### config.mk
export PLATFORM = sky130hd
export DESIGN_NAME = sard_datapath
export DESIGN_NICKNAME = d
export VERILOG_FILES = /design/src/verilog/sard_pkg.sv /design/src/verilog/sard_xfer.sv /design/src/verilog/sard_adder.sv /design/src/verilog/sard_datapath.sv
export VERILOG_INCLUDE_DIRS = /design/src /design/src/verilog
export SDC_FILE = /design/constraint.sdc
export NUM_CORES = 1
export LEC_CHECK = 0
export ABC_AREA = 0
export BUFFER_PORTS_ARGS = -buffer_cell sky130_fd_sc_hd__buf_2
export CAP_MARGIN = 0
export CORE_ASPECT_RATIO = 1.5
export CORE_UTILIZATION = 39
export CTS_BUF_LIST = sky130_fd_sc_hd__clkbuf_4 sky130_fd_sc_hd__clkbuf_8
export CTS_CLUSTER_DIAMETER = 60
export DETAILED_ROUTE_END_ITERATION = 12
export GPL_ROUTABILITY_DRIVEN = 0
export GPL_TIMING_DRIVEN = 0
export PLACE_DENSITY = 0.57
export SLEW_MARGIN = 10
export SYNTH_ARGS = -nofsm -noshare
export SYNTH_HDL_FRONTEND = slang
export SYNTH_HIERARCHICAL = 1
export SYNTH_SLANG_ARGS = --single-unit
### constraint.sdc
create_clock -name clock_in -period 5.7 [get_ports clock_in]
set_input_delay 1.425 -clock clock_in [delete_from_list [all_inputs] [get_ports clock_in]]
set_output_delay 1.425 -clock clock_in [all_outputs]
set_load 0.05 [all_outputs]
### src/verilog/sard_defs.svh
// constants of the shift and add register datapath
`ifndef SARD_DEFS_SVH
`define SARD_DEFS_SVH

// word width and bit positions, index 0 is the sign at the left
`define SARD_WIDTH      40
`define SARD_SIGN_BIT   0
`define SARD_LSB_BIT    39

// reset values
`define SARD_RST_WORD   40'h00_0000_0000
`define SARD_RST_EXT    1'h0

`endif

### src/verilog/sard_pkg.sv
// types shared by the shift and add register datapath
`include "sard_defs.svh"
`default_nettype none

package sard_pkg;

  // which operand gate feeds the adder's second input
  typedef enum logic [2:0] {
    sard_sel_none  = 3'b001,
    sard_sel_true  = 3'b010,
    sard_sel_compl = 3'b100
  } sard_sel_t;

  typedef logic [0:`SARD_WIDTH-1] sard_word_t;

  // the whole state of the datapath
  typedef struct packed {
    logic       acc_ext;
    sard_word_t acc_stg;
    sard_word_t acc_main;
    sard_word_t quot_stg;
    sard_word_t quot_main;
    sard_word_t operand;
    sard_sel_t  add_sel;
  } sard_state_t;

endpackage : sard_pkg

`default_nettype wire

### src/verilog/sard_xfer.sv
// clear-then-gate next value of one flip-flop register
`default_nettype none

module sard_xfer #(
  parameter int WIDTH = 40
) (
  input  wire logic [0:WIDTH-1] cur_in,
  input  wire logic             clr_zero_in,
  input  wire logic             clr_one_in,
  input  wire logic             set_en_in,
  input  wire logic [0:WIDTH-1] set_src_in,
  input  wire logic             rst_en_in,
  input  wire logic [0:WIDTH-1] rst_src_in,
  output logic      [0:WIDTH-1] nxt_out
);

  // gates only ever push bits away from the cleared value, so a
  // transfer is exact when the clear came in an earlier step or in the same step
  always_comb begin
    nxt_out = cur_in;
    if (clr_zero_in) begin
      nxt_out = '0;
    end
    if (clr_one_in) begin
      nxt_out = '1;
    end
    if (set_en_in) begin
      nxt_out = nxt_out | set_src_in;
    end
    if (rst_en_in) begin
      nxt_out = nxt_out & rst_src_in;
    end
  end

endmodule : sard_xfer

`default_nettype wire

### src/verilog/sard_adder.sv
// parallel adder with a carry into the rightmost stage
`default_nettype none

module sard_adder #(
  parameter int WIDTH = 40
) (
  input  wire logic [0:WIDTH-1] a_in,
  input  wire logic [0:WIDTH-1] b_in,
  input  wire logic             cin_in,
  output logic      [0:WIDTH-1] sum_out
);

  logic [0:WIDTH] full;

  // carry out of the sign stage is dropped: two's complement wrap
  always_comb begin
    full    = {1'b0, a_in} + {1'b0, b_in} + {{WIDTH{1'b0}}, cin_in};
    sum_out = full[1:WIDTH];
  end

endmodule : sard_adder

`default_nettype wire

### src/verilog/sard_datapath.sv
// accumulator, quotient and operand registers with shift and add paths
`include "sard_defs.svh"
`default_nettype none

// How it works
// (RQ1) every word register is forty flip-flops wide, accumulator staging one more
// (RQ2) each main register shifts only through its own staging register
// (RQ3) transfers clear the target first, then gate only the differing bits
// (RQ4) right shift: staging to zeros, ones up, main to ones, zeros down
// (RQ5) the staging extra bit gates into the main sign on a right move
// (RQ6) left shift uses the same steps with left-displaced final gates
// (RQ7) bit 0 is the sign at the left, bit 39 the rightmost
// (RQ8) the quotient pair shifts together with the accumulator pair
// (RQ9) left shift: accumulator top bit enters quotient bit 39, quotient top lost
// (RQ10) left shift moves the accumulator sign like any other bit
// (RQ11) right shift: accumulator low bit enters the quotient sign position
// (RQ12) right shift replicates the accumulator sign into vacated bits
// (RQ13) adder first input is always the accumulator main register
// (RQ14) add loads memory into operand, gate 2 presents its true value
// (RQ15) accumulator staging clears while the sum forms
// (RQ16) gate 3 loads the sum left-displaced, gate 4 moves it right
// (RQ17) staging has an extra bit left of its sign feeding the main sign
// (RQ18) subtract presents inverted operand with a carry into bit 39
// (RQ19) control gives one pulse per step, two at add step 3, and never conflicting gates
// (RQ20) quotient pulses come from the same steps as the accumulator's
module sard_datapath (
  input  wire logic              clock_in,
  input  wire logic              sys_rst_in,
  input  wire sard_pkg::sard_word_t mem_word_in,
  input  wire logic              clr_operand_in,
  input  wire logic              load_operand_in,
  input  wire logic              gate_true_in,
  input  wire logic              gate_compl_in,
  input  wire logic              clr_stg_zero_in,
  input  wire logic              copy_up_in,
  input  wire logic              clr_main_one_in,
  input  wire logic              shift_right_in,
  input  wire logic              shift_left_in,
  input  wire logic              gate_sum_in,
  input  wire logic              sum_right_in,
  output logic                   acc_staging_sign_ext_out,
  output sard_pkg::sard_word_t   acc_staging_out,
  output sard_pkg::sard_word_t   acc_main_out,
  output sard_pkg::sard_word_t   quot_staging_out,
  output sard_pkg::sard_word_t   quot_main_out,
  output sard_pkg::sard_word_t   operand_reg_out,
  output sard_pkg::sard_sel_t    adder_sel_out
);
  import sard_pkg::*;

  // ----------------------------------------------------------------
  // state
  // ----------------------------------------------------------------
  sard_state_t state_reg; // RQ1 RQ7
  sard_state_t state_next;

  sard_word_t adder_b;
  logic       adder_cin;
  sard_word_t adder_sum;

  logic [0:`SARD_WIDTH] acc_stg_set_src;
  logic [0:`SARD_WIDTH] acc_stg_nxt;
  sard_word_t acc_main_rst_src;
  sard_word_t acc_main_nxt;
  sard_word_t quot_main_rst_src;
  sard_word_t quot_main_nxt;
  sard_word_t quot_stg_nxt;
  sard_word_t operand_nxt;
  logic       acc_down;
  logic       quot_down;

  // ----------------------------------------------------------------
  // adder
  // ----------------------------------------------------------------
  // the accumulator main register is wired to the adder at all times
  always_comb begin
    adder_b   = '0;
    adder_cin = 1'b0;
    unique case (state_reg.add_sel)
      sard_sel_none: begin
        adder_b   = '0;
        adder_cin = 1'b0;
      end
      sard_sel_true: begin
        adder_b   = state_reg.operand; // RQ14
        adder_cin = 1'b0;
      end
      sard_sel_compl: begin
        adder_b   = ~state_reg.operand; // RQ18
        adder_cin = 1'b1; // RQ18
      end
    endcase
  end

  sard_adder #(
    .WIDTH (`SARD_WIDTH)
  ) u_adder (
    .a_in    (state_reg.acc_main), // RQ13
    .b_in    (adder_b),
    .cin_in  (adder_cin),
    .sum_out (adder_sum)
  );

  // ----------------------------------------------------------------
  // transfer sources
  // ----------------------------------------------------------------
  always_comb begin
    // ones into staging: main copied up with its sign into the extra
    // bit, or the sum displaced one place left (RQ16, RQ17)
    acc_stg_set_src = '0;
    if (copy_up_in) begin
      acc_stg_set_src = {state_reg.acc_main[`SARD_SIGN_BIT],
                         state_reg.acc_main}; // RQ2 RQ4
    end
    if (gate_sum_in) begin
      acc_stg_set_src = {adder_sum, 1'b0}; // RQ16 RQ17
    end
    // zeros down into main; the extra bit feeds the sign so the sign
    // replicates on a right shift and the sum sign lands after an add
    acc_down         = shift_right_in | shift_left_in | sum_right_in;
    acc_main_rst_src = '1;
    if (shift_right_in || sum_right_in) begin
      acc_main_rst_src = {state_reg.acc_ext,
                          state_reg.acc_stg[0:`SARD_LSB_BIT-1]}; // RQ5 RQ12
    end
    if (shift_left_in) begin
      acc_main_rst_src = {state_reg.acc_stg[1:`SARD_LSB_BIT],
                          1'b0}; // RQ6 RQ10
    end
    // quotient follows the same shift pulses (RQ8, RQ20)
    quot_down         = shift_right_in | shift_left_in;
    quot_main_rst_src = '1;
    if (shift_right_in) begin
      quot_main_rst_src = {state_reg.acc_stg[`SARD_LSB_BIT],
                           state_reg.quot_stg[0:`SARD_LSB_BIT-1]}; // RQ11
    end
    if (shift_left_in) begin
      quot_main_rst_src = {state_reg.quot_stg[1:`SARD_LSB_BIT],
                           state_reg.acc_stg[`SARD_SIGN_BIT]}; // RQ9
    end
  end

  // ----------------------------------------------------------------
  // clear-then-gate registers
  // ----------------------------------------------------------------
  sard_xfer #(
    .WIDTH (`SARD_WIDTH + 1)
  ) u_acc_stg (
    .cur_in      ({state_reg.acc_ext, state_reg.acc_stg}),
    .clr_zero_in (clr_stg_zero_in), // RQ4 RQ15
    .clr_one_in  (1'b0),
    .set_en_in   (copy_up_in | gate_sum_in), // RQ3
    .set_src_in  (acc_stg_set_src),
    .rst_en_in   (1'b0),
    .rst_src_in  ({(`SARD_WIDTH + 1){1'b1}}),
    .nxt_out     (acc_stg_nxt)
  );

  sard_xfer #(
    .WIDTH (`SARD_WIDTH)
  ) u_acc_main (
    .cur_in      (state_reg.acc_main),
    .clr_zero_in (1'b0),
    .clr_one_in  (clr_main_one_in), // RQ4
    .set_en_in   (1'b0),
    .set_src_in  ('0),
    .rst_en_in   (acc_down), // RQ3
    .rst_src_in  (acc_main_rst_src),
    .nxt_out     (acc_main_nxt)
  );

  sard_xfer #(
    .WIDTH (`SARD_WIDTH)
  ) u_quot_stg (
    .cur_in      (state_reg.quot_stg),
    .clr_zero_in (clr_stg_zero_in), // RQ20
    .clr_one_in  (1'b0),
    .set_en_in   (copy_up_in), // RQ2 RQ20
    .set_src_in  (state_reg.quot_main),
    .rst_en_in   (1'b0),
    .rst_src_in  ('1),
    .nxt_out     (quot_stg_nxt)
  );

  sard_xfer #(
    .WIDTH (`SARD_WIDTH)
  ) u_quot_main (
    .cur_in      (state_reg.quot_main),
    .clr_zero_in (1'b0),
    .clr_one_in  (clr_main_one_in), // RQ20
    .set_en_in   (1'b0),
    .set_src_in  ('0),
    .rst_en_in   (quot_down), // RQ8
    .rst_src_in  (quot_main_rst_src),
    .nxt_out     (quot_main_nxt)
  );

  sard_xfer #(
    .WIDTH (`SARD_WIDTH)
  ) u_operand (
    .cur_in      (state_reg.operand),
    .clr_zero_in (clr_operand_in), // RQ3
    .clr_one_in  (1'b0),
    .set_en_in   (load_operand_in), // RQ14
    .set_src_in  (mem_word_in),
    .rst_en_in   (1'b0),
    .rst_src_in  ('1),
    .nxt_out     (operand_nxt)
  );

  // ----------------------------------------------------------------
  // next state and registers
  // ----------------------------------------------------------------
  always_comb begin
    state_next           = state_reg;
    state_next.acc_ext   = acc_stg_nxt[0];
    state_next.acc_stg   = acc_stg_nxt[1:`SARD_WIDTH];
    state_next.acc_main  = acc_main_nxt;
    state_next.quot_stg  = quot_stg_nxt;
    state_next.quot_main = quot_main_nxt;
    state_next.operand   = operand_nxt;
    // the gate choice stays until the next gate pulse so the sum is
    // still standing when gate 3 samples it a step later
    if (gate_true_in) begin
      state_next.add_sel = sard_sel_true; // RQ14
    end
    if (gate_compl_in) begin
      state_next.add_sel = sard_sel_compl; // RQ18
    end
  end

  always_ff @(posedge clock_in) begin
    if (sys_rst_in) begin
      state_reg.acc_ext   <= `SARD_RST_EXT;
      state_reg.acc_stg   <= `SARD_RST_WORD;
      state_reg.acc_main  <= `SARD_RST_WORD;
      state_reg.quot_stg  <= `SARD_RST_WORD;
      state_reg.quot_main <= `SARD_RST_WORD;
      state_reg.operand   <= `SARD_RST_WORD;
      state_reg.add_sel   <= sard_sel_none;
    end else begin
      state_reg <= state_next;
    end
  end

  assign acc_staging_sign_ext_out = state_reg.acc_ext;
  assign acc_staging_out          = state_reg.acc_stg;
  assign acc_main_out             = state_reg.acc_main;
  assign quot_staging_out         = state_reg.quot_stg;
  assign quot_main_out            = state_reg.quot_main;
  assign operand_reg_out          = state_reg.operand;
  assign adder_sel_out            = state_reg.add_sel;

  // ----------------------------------------------------------------
  // checks
  // ----------------------------------------------------------------
  sard_word_t chk_true_sum;
  sard_word_t chk_diff;
  assign chk_true_sum = state_reg.acc_main + state_reg.operand;
  assign chk_diff     = state_reg.acc_main - state_reg.operand;
endmodule : sard_datapath

`default_nettype wire

==> flow_summary.ini <==
[run_status]
status = finished clean

[timing]
hold_slack_ns = 0.6002
period_needed_ns = 5.176
setup_ws_ns = 0.5238
hold_viol = 0
rsz0062_at_grt = no
tns_ns = 0
slew_headroom_pct = 54.50
tightest_slew_ns = 0.6762
drv_slew = 0
finalSetupViolCount = 0
maxClockFrequency_ghz = 0.1932
finClkSkew_ns = 0.02478
period_share_pct = 90.81

[die]
die_h_um = 250.6
dieWidth_um = 167.8
die-area_um2 = 42050
rows = 90
io_pins = 257
start_util_pct = 39.76
coreArea_um2 = 40430

[routing]
vias_per_cell = 5.141
drtIter0Drc = 547
drc_errors = 0
antenna_left = 0
wire_per_inst_um = 18.32
dr.pass1.iters = 6
via_count = 14570
wl_mm = 51.92

[setup_path]
r2r-end = acc_staging_out[33]
crit_fanout = 10
ff2ff_path_depth = 17
cp_data_arrival_time_ns = 5.60
cp_cell_sequence = clkbuf_1 -> nand4bb_1 -> o31ai_2 -> fa_1 -> fa_1 -> a21o_1 -> a221oi_2 -> nor4_4 -> o211ai_1 -> a31oi_1 -> o211a_1 -> a211oi_1 -> xnor2_1 -> a22o_1 -> a21oi_2 -> a2bb2oi_2 -> nor2b_1
path_class = reg2reg
start_kind = register
timing.rr.start = adder_sel_out[2]
slowest_delay_ns = 0.51
reg2reg_slack_ns = 0.52
startpoint = adder_sel_out[2]
worst_setup_path_end_kind = register
crit_top_cell = fa_1
worstPathRequired_ns = 6.13
path_buf_inv = 1
crit_cells = 17
slowest_stage = dfxtp_1
crit_family = compound AO/OA/AOI/OAI gates

[clock_network]
cts_setup_buffers = 0
clk_latency_ns = 0.57
clock_sinks = 204
clkTransAtPathRegs_ns = 0.06
cts.path.max_buffers = 3
cts_tree = built
cts_resized = 0
root_buffer = clkbuf_8
h-tree-depth = 2
cts_buffers = 38
cts_hold_buf = 0

[yosys]
yosys.cell_types.count = 61
ys_ff_latch = 204
synthCells = 1783
synthArstFlopShare_pct = 0
seq_area_frac_synth_pct = 25.41
ys.flop_type = dfxtp_1
synth_edf_count = 0
syn_area_um2 = 16070
yosysWarnings = 6
syn_area_per_cell_um2 = 9.015

[worst_hold_path]
min_from = quot_main_out[13]
min_path_type = reg2reg
holdPathEnd = quot_main_out[13]
min_path_cells = 3

[cells_and_area]
drive_gt1_share_pct = 28.66
fin_util_pct = 48.60
final_nets = 2395
finalInstanceArea_um2 = 19650
syn_to_final_growth_pct = 22.22

[global_route]
antenna_found_initial = 1
grt_pass1_wl_mm = 81.80
grt_overflow_total = 0
grt_usage_pct = 24.47
grt_max_degree = 11
grt_pass1_vias = 14900

[placed_design]
dp_hpwl_mm = 41.48
place_area_um2 = 18820
place_ws_ns = 0.6304
place.port_buffers = 252

[power]
peakVddDrop_mv = 0.1182
p_seq_share_pct = 35.2
internal_power_uw = 3017
p_comb_share_pct = 32.1
power_switching_uw = 1755
switching_share_pct = 36.78
p_clk_share_pct = 32.7
power_density_nw_per_um2 = 242.9
leakage_uw = 0.008632

[flow_run]
max-cap-violations = 0
-- final cells by class --
type / count / area, µm²
Antenna cell: 1 / 2.502
Buffer: 163 / 1074
Clock buffer: 59 / 762.0
Clock inverter: 6 / 61.31
Fill cell: 3980 / 20780
Inverter: 56 / 210.2
Multi-Input combinational cell: 1587 / 11560
Sequential cell: 204 / 4084
Tap cell: 506 / 633.1
Timing Repair Buffer: 252 / 1261
-- tightest hold or removal path, cell delays in order, from the launching register on --
cell and delay (ns):
dfxtp_1 0.32, nand2b_1 0.07, a2bb2oi_1 0.05, nor2b_1 0.12
-- through the flow --
step / total power (µW) / instances
floorplan: 2873 / 2010
global placement: 3200 / 2768
detailed placement: 3217 / 2768
CTS: 4805 / 2833
global route: 4998 / 2834
finish: 4772 / 2834
-- registers in the layout, summed over array words and instances, names as in the netlist --
name,count
acc_main_out,40
acc_staging_out,40
operand_reg_out,40
quot_staging_out,40
quot_main_out,40
acc_staging_sign_ext_out,1
adder_sel_out,3
-- power by group through the flow --
stage          combinational [µW]  sequential, µW  clock [µW]
3_3_place_gp                 1490            1710           0
4_1_cts                      1510            1680        1610
3_5_place_dp                 1510            1710           0
6_report                     1530            1680        1560
2_1_floorplan                 833            2040           0
5_1_grt                      1640            1690        1660
-- placed cells by master (no fill, tap or decap), types with 41 or more instances in the layout --
cell type	n
buf_2	324
nand2b_1	242
conb_1	229
nor2b_1	216
dfxtp_1	204
a21oi_1	143
a2bb2oi_1	141
a21oi_2	90
a2bb2oi_2	90
inv_1	56
clkbuf_8	51
clkbuf_1	42
o31a_1	41
-- how the worst max path moves through the flow --
| stage | end | slack, ns |
|---|---|---|
| final | acc_staging_out[33] | 0.52 |
| after CTS | acc_staging_out[33] | 0.63 |
| after global routing | acc_staging_out[33] | 0.40 |
| after floorplan | acc_staging_out[39] | 1.37 |
| after global placement | acc_staging_out[33] | 0.71 |
| after detailed placement | acc_staging_out[33] | 0.63 |
-- per-layer routing --
| layer | GRT usage (%) | share of wire [%] | vias to the layer above |
|---|---|---|---|
| met5 | 0 | 0 | - |
| met4 | 9.122 | 3.4 | 0 |
| met3 | 4.013 | 4.2 | 98 |
| met2 | 47.92 | 54 | 370 |
| met1 | 25.62 | 39 | 6825 |
| li1 | - | - | 7278 |
-- logic make-up after synthesis --
group / share of synthesized area [%]
other: 0.04672
and+or+nand+nor: 24.18
xor gates and xnor gates: 1.853
AOI/OAI and AO/OA: 37.26
adders and majority gates: 3.207
muxes: 0.06227
buffers and inverters: 7.986
DFF: 25.41
-- synthesized netlist by cell type, types with 5 or more instances --
cell type / count / area [µm²]
a21o_1: 17 / 127.6
a21oi_1: 143 / 715.7
a21oi_2: 90 / 788.3
a22o_1: 40 / 350.3
a2bb2oi_1: 141 / 1235
a2bb2oi_2: 90 / 1351
and2_1: 16 / 100.1
and3_1: 6 / 37.54
buf_12: 8 / 160.2
buf_2: 72 / 360.4
buf_4: 16 / 120.1
buf_6: 24 / 270.3
clkbuf_1: 42 / 157.7
dfxtp_1: 204 / 4084
ha_1: 38 / 475.5
inv_1: 56 / 210.2
nand2_1: 31 / 116.4
nand2b_1: 242 / 1514
nand3_1: 14 / 70.07
nand4_1: 6 / 37.54
nand4bb_1: 40 / 450.4
nor2_1: 18 / 67.56
nor2b_1: 216 / 1351
nor3_1: 10 / 50.05
nor4_1: 5 / 31.28
o211ai_1: 5 / 37.54
o21ai_0: 18 / 90.09
o21bai_1: 9 / 67.56
o31a_1: 41 / 359.1
o31ai_2: 38 / 475.5
o32a_1: 10 / 100.1
xnor2_1: 22 / 192.7
xor2_1: 12 / 105.1
(Power assumes the default switching activity.)
